<file path="src/logic/srw_pkg.sv">
// constants for the spi register read/write frame block
package srw_pkg;
  // ----------------------------------------
  // frame layout
  // ----------------------------------------
  localparam int          FRAME_BITS   = 32;
  localparam int          CMD_MSB      = 31;
  localparam int          CMD_LSB      = 28;
  localparam int          ADDR_MSB     = 23;
  localparam int          ADDR_LSB     = 16;
  localparam int          DATA_MSB     = 15;
  localparam int          DATA_LSB     = 8;
  localparam int          CRC_MSB      = 7;
  localparam int          CRC_LSB      = 0;
  localparam logic [3:0]  CMD_RD_REQ   = 4'hC;
  localparam logic [3:0]  CMD_WR_REQ   = 4'h8;
  localparam logic [3:0]  CODE_RD_RSP  = 4'h6;
  localparam logic [3:0]  CODE_WR_RSP  = 4'h4;
  localparam logic [3:0]  CODE_ERR_RSP = 4'h0;
  localparam logic [1:0]  ERR_STATUS   = 2'h3;
  localparam logic [1:0]  PAD_ZERO     = 2'h0;
  localparam logic [7:0]  BYTE_ZERO    = 8'h00;
  localparam logic [5:0]  BIT_CNT_ZERO = 6'h00;
  localparam logic [5:0]  BIT_CNT_FULL = 6'h20;
  localparam logic [5:0]  BIT_CNT_STEP = 6'h01;
  localparam logic [1:0]  SYNC_LOW     = 2'h0;
  localparam logic [1:0]  SYNC_HIGH    = 2'h3;
  localparam logic        PIN_LOW      = 1'h0;
  localparam logic        PIN_HIGH     = 1'h1;
  // ----------------------------------------
  // register map
  // ----------------------------------------
  localparam int          NUM_REGS     = 256;
  localparam logic [7:0]  LOCK_WR_ADDR = 8'h10;
  localparam int          LOCK_BIT     = 7;
  localparam logic [7:0]  RESTART_MASK = 8'h03;
  localparam logic [7:0]  RO_BASE      = 8'h80;
  localparam logic [7:0]  REG_RESET    = 8'h00;
  localparam logic [7:0]  WORD_SEL_BIT = 8'h01;
endpackage

</file>
<file path="src/logic/srw_core.sv">
// spi register read/write frame interpreter
//
// Overview of operation
// - read response opens 0110, status, two zeros
// - high byte (odd address) in bits 23:16
// - low byte in bits 15:8, crc last
// - accepted write stores data at byte address
// - write only without spi or verify error
// - lock bit blocks writes except restart bits
// - invalid register request refuses the write
// - failed write: nothing changes, error response
// - write applied only after select rises
// - read-only target unchanged, normal response
// - write response code 0100, read layout
// - read bytes sampled at select rise
module srw_core
  import srw_pkg::*;
#(
  parameter int N_REGS = NUM_REGS
) (
  // clock, reset, enable
  input  wire logic       core_clk,
  input  wire logic       rst_n,
  input  wire logic       clk_en,
  // spi pins
  input  wire logic       spi_sclk,
  input  wire logic       spi_sel_n,
  input  wire logic       spi_mosi,
  output logic            spi_miso,
  output logic            spi_miso_oe,
  // error inputs from checkers and crc
  input  wire logic       spi_err,
  input  wire logic       verify_err,
  input  wire logic       req_invalid,
  input  wire logic [1:0] basic_status_field,
  input  wire logic [7:0] rsp_crc,
  // status
  output logic            init_complete_lock,
  output logic            wr_done,
  output logic            wr_refused
);
  // ----------------------------------------
  // pin synchronisers
  // ----------------------------------------
  logic [1:0] sclk_s_q;
  logic [1:0] sel_s_q;
  logic [1:0] mosi_s_q;

  // serial clock idles low
  always_ff @(posedge core_clk or negedge rst_n) begin
    if (!rst_n) begin
      sclk_s_q <= SYNC_LOW;
    end else if (clk_en) begin
      sclk_s_q <= {sclk_s_q[0], spi_sclk};
    end
  end

  // select idles high, so reset shows no frame start
  always_ff @(posedge core_clk or negedge rst_n) begin
    if (!rst_n) begin
      sel_s_q <= SYNC_HIGH;
    end else if (clk_en) begin
      sel_s_q <= {sel_s_q[0], spi_sel_n};
    end
  end

  // command data
  always_ff @(posedge core_clk or negedge rst_n) begin
    if (!rst_n) begin
      mosi_s_q <= SYNC_LOW;
    end else if (clk_en) begin
      mosi_s_q <= {mosi_s_q[0], spi_mosi};
    end
  end

  // ----------------------------------------
  // edge detection
  // ----------------------------------------
  logic sclk_d1_q;
  logic sel_d1_q;

  always_ff @(posedge core_clk or negedge rst_n) begin
    if (!rst_n) begin
      sclk_d1_q <= PIN_LOW;
    end else if (clk_en) begin
      sclk_d1_q <= sclk_s_q[1];
    end
  end

  always_ff @(posedge core_clk or negedge rst_n) begin
    if (!rst_n) begin
      sel_d1_q <= PIN_HIGH;
    end else if (clk_en) begin
      sel_d1_q <= sel_s_q[1];
    end
  end

  logic sclk_rise;
  logic sclk_fall;
  logic sel_fall;
  logic sel_rise;
  logic active;

  assign sclk_rise = sclk_s_q[1] & ~sclk_d1_q;
  assign sclk_fall = ~sclk_s_q[1] & sclk_d1_q;
  assign sel_fall  = ~sel_s_q[1] & sel_d1_q;
  assign sel_rise  = sel_s_q[1] & ~sel_d1_q;
  assign active    = ~sel_s_q[1];

  // ----------------------------------------
  // command shift in
  // ----------------------------------------
  logic [FRAME_BITS-1:0] rx_q;
  logic [5:0]            cnt_q;

  // command bits enter msb first
  always_ff @(posedge core_clk or negedge rst_n) begin
    if (!rst_n) begin
      rx_q <= '0;
    end else if (clk_en) begin
      if (active && sclk_rise && !sel_fall) begin
        rx_q <= {rx_q[FRAME_BITS-2:0], mosi_s_q[1]};
      end
    end
  end

  // counter saturates, long frames keep their last bits
  always_ff @(posedge core_clk or negedge rst_n) begin
    if (!rst_n) begin
      cnt_q <= BIT_CNT_ZERO;
    end else if (clk_en) begin
      if (sel_fall) begin
        cnt_q <= BIT_CNT_ZERO;
      end else if (active && sclk_rise && cnt_q != BIT_CNT_FULL) begin
        cnt_q <= cnt_q + BIT_CNT_STEP;
      end
    end
  end

  // ----------------------------------------
  // frame decode
  // ----------------------------------------
  logic [3:0] cmd;
  logic [7:0] addr;
  logic [7:0] wdata;
  logic [7:0] lo_addr;
  logic [7:0] hi_addr;
  logic       full;
  logic       is_rd;
  logic       is_wr;
  logic       frame_ok;

  assign cmd      = rx_q[CMD_MSB:CMD_LSB];
  assign addr     = rx_q[ADDR_MSB:ADDR_LSB];
  assign wdata    = rx_q[DATA_MSB:DATA_LSB];
  // word address picks the byte pair
  assign lo_addr  = addr & ~WORD_SEL_BIT;
  assign hi_addr  = addr | WORD_SEL_BIT;
  assign full     = (cnt_q == BIT_CNT_FULL);
  assign is_rd    = full && (cmd == CMD_RD_REQ);
  assign is_wr    = full && (cmd == CMD_WR_REQ);
  // error inputs are levels, read at select rise
  assign frame_ok = full && !spi_err && !verify_err;

  // ----------------------------------------
  // write acceptance
  // ----------------------------------------
  logic [7:0] regs_q [N_REGS];
  logic       locked;
  logic       restart_only;
  logic       ro_target;
  logic       rd_ok;
  logic       wr_ok;
  logic       wr_apply;

  assign locked       = regs_q[LOCK_WR_ADDR][LOCK_BIT];
  // under lock only the restart bits may differ
  assign restart_only = (addr == LOCK_WR_ADDR)
                     && ((wdata & ~RESTART_MASK) ==
                         (regs_q[LOCK_WR_ADDR] & ~RESTART_MASK));
  assign ro_target    = (addr >= RO_BASE);
  assign rd_ok        = is_rd && frame_ok && !req_invalid;
  assign wr_ok        = is_wr && frame_ok && !req_invalid
                     && (!locked || restart_only);
  assign wr_apply     = sel_rise && wr_ok && !ro_target;

  // ----------------------------------------
  // register array
  // ----------------------------------------
  // bytes land only after the carrying frame has ended
  always_ff @(posedge core_clk or negedge rst_n) begin
    if (!rst_n) begin
      for (int i = 0; i < N_REGS; i++) begin
        regs_q[i] <= REG_RESET;
      end
    end else if (clk_en) begin
      if (wr_apply) begin
        regs_q[addr] <= wdata;
      end
    end
  end

  // ----------------------------------------
  // response frame build
  // ----------------------------------------
  logic [FRAME_BITS-1:0] rd_frame;
  logic [FRAME_BITS-1:0] wr_frame;
  logic [FRAME_BITS-1:0] err_frame;
  logic [FRAME_BITS-1:0] next_frame;

  // bytes are read out before a write of the same frame lands
  assign rd_frame  = {CODE_RD_RSP, basic_status_field, PAD_ZERO,
                      regs_q[hi_addr], regs_q[lo_addr], rsp_crc};
  assign wr_frame  = {CODE_WR_RSP, basic_status_field, PAD_ZERO,
                      regs_q[hi_addr], regs_q[lo_addr], rsp_crc};
  assign err_frame = {CODE_ERR_RSP, ERR_STATUS, PAD_ZERO,
                      BYTE_ZERO, BYTE_ZERO, rsp_crc};

  // refused writes and unknown frames answer with an error
  always_comb begin
    if (rd_ok) begin
      next_frame = rd_frame;
    end else if (wr_ok) begin
      next_frame = wr_frame;
    end else begin
      next_frame = err_frame;
    end
  end

  // ----------------------------------------
  // response shift out
  // ----------------------------------------
  logic [FRAME_BITS-1:0] tx_q;

  // loaded at select rise, sent during the next frame
  always_ff @(posedge core_clk or negedge rst_n) begin
    if (!rst_n) begin
      tx_q <= '0;
    end else if (clk_en) begin
      if (sel_rise) begin
        tx_q <= next_frame;
      end else if (active && sclk_fall && !sel_fall) begin
        tx_q <= {tx_q[FRAME_BITS-2:0], PIN_LOW};
      end
    end
  end

  // ----------------------------------------
  // write status pulses
  // ----------------------------------------
  logic wr_done_q;
  logic wr_refused_q;

  always_ff @(posedge core_clk or negedge rst_n) begin
    if (!rst_n) begin
      wr_done_q <= PIN_LOW;
    end else if (clk_en) begin
      wr_done_q <= wr_apply;
    end
  end

  always_ff @(posedge core_clk or negedge rst_n) begin
    if (!rst_n) begin
      wr_refused_q <= PIN_LOW;
    end else if (clk_en) begin
      wr_refused_q <= sel_rise && is_wr && !wr_ok;
    end
  end

  // ----------------------------------------
  // outputs
  // ----------------------------------------
  logic miso_q;
  logic miso_oe_q;
  logic lock_q;

  always_ff @(posedge core_clk or negedge rst_n) begin
    if (!rst_n) begin
      miso_q <= PIN_LOW;
    end else if (clk_en) begin
      miso_q <= tx_q[FRAME_BITS-1];
    end
  end

  // miso driven only while select is low
  always_ff @(posedge core_clk or negedge rst_n) begin
    if (!rst_n) begin
      miso_oe_q <= PIN_LOW;
    end else if (clk_en) begin
      miso_oe_q <= active;
    end
  end

  // lock copy lets the host see when writes close
  always_ff @(posedge core_clk or negedge rst_n) begin
    if (!rst_n) begin
      lock_q <= PIN_LOW;
    end else if (clk_en) begin
      lock_q <= locked;
    end
  end

  assign spi_miso           = miso_q;
  assign spi_miso_oe        = miso_oe_q;
  assign init_complete_lock = lock_q;
  assign wr_done            = wr_done_q;
  assign wr_refused         = wr_refused_q;
endmodule

</file>
<file path="config.mk">
export PLATFORM = sky130hd
export DESIGN_NAME = srw_core
export DESIGN_NICKNAME = d
export VERILOG_FILES = /design/src/logic/srw_pkg.sv /design/src/logic/srw_core.sv
export SDC_FILE = /design/constraint.sdc
export NUM_CORES = 2
export LEC_CHECK = 0
export BUFFER_PORTS_ARGS = -buffer_cell sky130_fd_sc_hd__buf_2
export CORE_MARGIN = 4
export CORE_UTILIZATION = 65
export CTS_CLUSTER_SIZE = 30
export DETAILED_ROUTE_END_ITERATION = 10
export PLACE_DENSITY = 0.81
export SETUP_SLACK_MARGIN = 0.3
export SYNTH_ARGS = -nofsm -noshare
export SYNTH_HDL_FRONTEND = slang
export SYNTH_SLANG_ARGS = --single-unit
export TNS_END_PERCENT = 50
</file>
<file path="constraint.sdc">
create_clock -name core_clk -period 8.5 [get_ports core_clk]
set_clock_uncertainty 0.1 [all_clocks]
set_input_delay 0 -clock core_clk [delete_from_list [all_inputs] [get_ports core_clk]]
set_output_delay 0 -clock core_clk [all_outputs]
set_load 0.05 [all_outputs]
</file>
==> flow_summary.json <==
{
  "hold_path_depth": 3,
  "synth-seq-cells": 2131,
  "cp-end-kind": "flip-flop",
  "htreeDepth": 4,
  "drt_iter0_markers": 3954,
  "reg2regPathDepth": 6,
  "synthAdderAreaFrac_pct": 0.0284,
  "irDropWorstVdd_mv": 0.168,
  "vias": 48169,
  "required_ns": 9.09,
  "io_buffers": 23,
  "drtPass1Iterations": 5,
  "ys.flop_type": "dfrtp_1",
  "rsz0062_at_grt": "false",
  "cp.arrival_ns": 5.69,
  "final.setup.tns_ns": 0,
  "yosysTopAreaCell": "dfrtp_1",
  "status": "finished clean",
  "dieArea_um2": 141000,
  "power_density_nw_per_um2": 213,
  "worst_pin_slew_ns": 1.28,
  "worst_hold_path.endpoint": "spi_miso",
  "yosys.area_share.simple_pct": 4.16,
  "cts_sinks": 2131,
  "maxCapViolCount": 0,
  "final_cells": 7696,
  "ys.warnings.count": 0,
  "final_hold_viol_count": 0,
  "die_w_um": 376,
  "post_synth_num_cell_types": 51,
  "synth-async-reset-ratio_pct": 100,
  "syn_avg_cell_area_um2": 12.9,
  "synth_cells": 6843,
  "holdWs_ns": 0.0553,
  "ff2ff_setup_slack_ns": 3.40,
  "clock.fmax_ghz": 0.196,
  "most-common-layout-cells": "dfrtp_1 (2119), mux2_2 (1049), mux2i_1 (1031), o22ai_1 (450), clkbuf_16 (199)",
  "fin_crit_sh_pct": 60.0,
  "placed_cells": 7291,
  "ys_seq_area_share_pct": 60.6,
  "synth_compound_area_share_pct": 3.68,
  "cp-start-kind": "flip-flop",
  "grt_pass1_vias": 51449,
  "min-delay-start": "clk_en",
  "synth_edf_count": 0,
  "syn_area_um2": 88000,
  "maxSlewViolCount": 0,
  "cp_cell_sequence": "nor2b_1 -> nand3_1 -> o41ai_4 -> nand4_2 -> nor2_2 -> mux2_2",
  "io_pins": 24,
  "grt_overflow": 0,
  "root_buffer": "clkbuf_16",
  "cts_resized": 0,
  "path_class": "reg2reg",
  "fin_nets": 5784,
  "cts_buffers": 198,
  "final_layout_size_suffix_gt1_share_pct": 27.3,
  "synth.area.mux_share_pct": 25.3,
  "grt_usage_pct": 28.4,
  "cts_tree": "yes",
  "r2r_start": "rx_q[20]",
  "synth-xor-area-share_pct": 0.0796,
  "grt_pass1_wl_um": 310000,
  "slowest_delay_ns": 1.14,
  "placeableCoreArea_um2": 134000,
  "cts_hold_repair.buffers": 40,
  "viasPerCell": 6.26,
  "antenna_found_initial": 5,
  "slowest_stage": "nand4_2",
  "synthDominantCellAreaShare_pct": 60.5,
  "syn-num-nets": 6864,
  "setup_viol": 0,
  "cts_max_path_buffers": 3,
  "synth_top_family_by_area": "multiplexers",
  "wirelength_um": 199000,
  "hold_class": "in2reg",
  "final_antenna_net_count": 0,
  "row_count": 134,
  "crit_path_max_fanout": 23,
  "initial_core_util_pct": 65.7,
  "stdcell_area_um2": 93100,
  "postCtsSetupBuffers": 0,
  "ys_top_cells_by_area": "dfrtp_1 (61%), mux2_2 (13%), mux2i_1 (12%)",
  "die_height_um": 376,
  "r2r-end": "regs_q[1401]",
  "fin_crit_ns": 5.10,
  "gp_congestion": 0.835,
  "slew-limit-headroom_pct": 14.2,
  "final_common_cell": "dfrtp_1",
  "leakagePower_uw": 0.0413,
  "insertion_delay_ns": 0.82,
  "grt_max_degree": 207,
  "remaining_drc_errors": 0,
  "dpl.hpwl_um": 115000,
  "clk_pin_slew_ns": 0.06,
  "area_growth_pct": 5.78,
  "placed_area_um2": 85900,
  "power.total_uw": 19800,
  "wl_per_cell_um": 25.8
}
==> cells by family after synthesis <==
kind of cell | count (synthesis)
AOI/OAI and AO/OA | 514
xor gates and xnor gates | 8
adders and majority gates | 2
buffers and inverters | 1422
DFF | 2131
muxes | 2095
and+or+nand+nor | 671
==> cell usage after synthesis, types with 3 or more instances <==
master,count
dfrtp_1,2128
clkbuf_1,1342
mux2_2,1049
mux2i_1,1031
o22ai_1,450
nor2_1,190
nor4_1,114
nand2_1,83
nand3_1,74
buf_1,59
nor2_2,59
o21ai_0,37
nand2_2,30
nor3_1,23
nand4_1,20
nor2_4,20
o221ai_1,16
mux2_1,15
nand2b_1,11
buf_2,8
buf_4,8
nor2b_1,8
nand4bb_1,6
nand4b_1,5
and4b_1,4
inv_1,4
or4b_2,4
xnor2_1,4
xor2_1,4
a21o_1,3
a21oi_1,3
and3_1,3
dfstp_2,3
nand4b_2,3
==> per-layer routing <==
layer  routed length [µm]  share of wire, %  track usage [%]
met4                 5910               3.0             9.02
met2                92800                47             44.3
met3                12400               6.2             5.62
met1                87600                44             40.8
met5                   29             0.015                0
==> how the worst max path moves through the flow <==
stage	start	end	slack [ns]	depth (start not counted)
floorplan	cnt_q[0]	regs_q[1344]	5.57	10
global placement	rx_q[20]	regs_q[1129]	3.66	6
detailed placement	rx_q[20]	regs_q[1394]	3.51	6
CTS	rx_q[20]	regs_q[1135]	3.49	6
global route	rx_q[20]	regs_q[1132]	3.20	6
finish	rx_q[20]	regs_q[1401]	3.40	6
==> worst max-delay path, delay by kind of cell, from the launching register on <==
| family | cells | cell delay [ns] |
|---|---|---|
| AND/OR/NAND/NOR | 4 | 2.57 |
| multiplexers | 1 | 0.41 |
| flip-flops | 1 | 0.88 |
| AO/OA/AOI/OAI | 1 | 1.01 |
==> stage by stage <==
stage / worst slack, ns / util (%)
3_5_place_dp: 3.51 / 64.1
3_3_place_gp: 3.66 / 64.1
4_1_cts: 3.49 / 69.5
2_1_floorplan: 5.57 / -
5_1_grt: 3.20 / 69.5
6_report: 3.40 / 69.5
==> power breakdown <==
part / switching (µW) / internal, µW
Clock: 3830 / 5340
Combinational: 304 / 98.1
Sequential: 56.8 / 10200
Total: 4190 / 15700
==> final cells by class <==
type | instances | area [µm²]
multi-input cells | 3290 | 29400
flip-flops and latches | 2131 | 53400
clock inverters | 73 | 903
fillers | 8601 | 40900
inverters | 5 | 18.8
well taps | 1768 | 2210
diodes | 3 | 7.51
repair buffers | 137 | 1290
clock buffers | 289 | 5880
==> sequential cells by signal (all words and copies together) (netlist names), 2 cells and up <==
name      cells
sel_s_q       2
mosi_s_q      2
rx_q         32
tx_q         32
regs_q     2047
sclk_s_q      2
cnt_q         6
(Power assumes the default switching activity.)
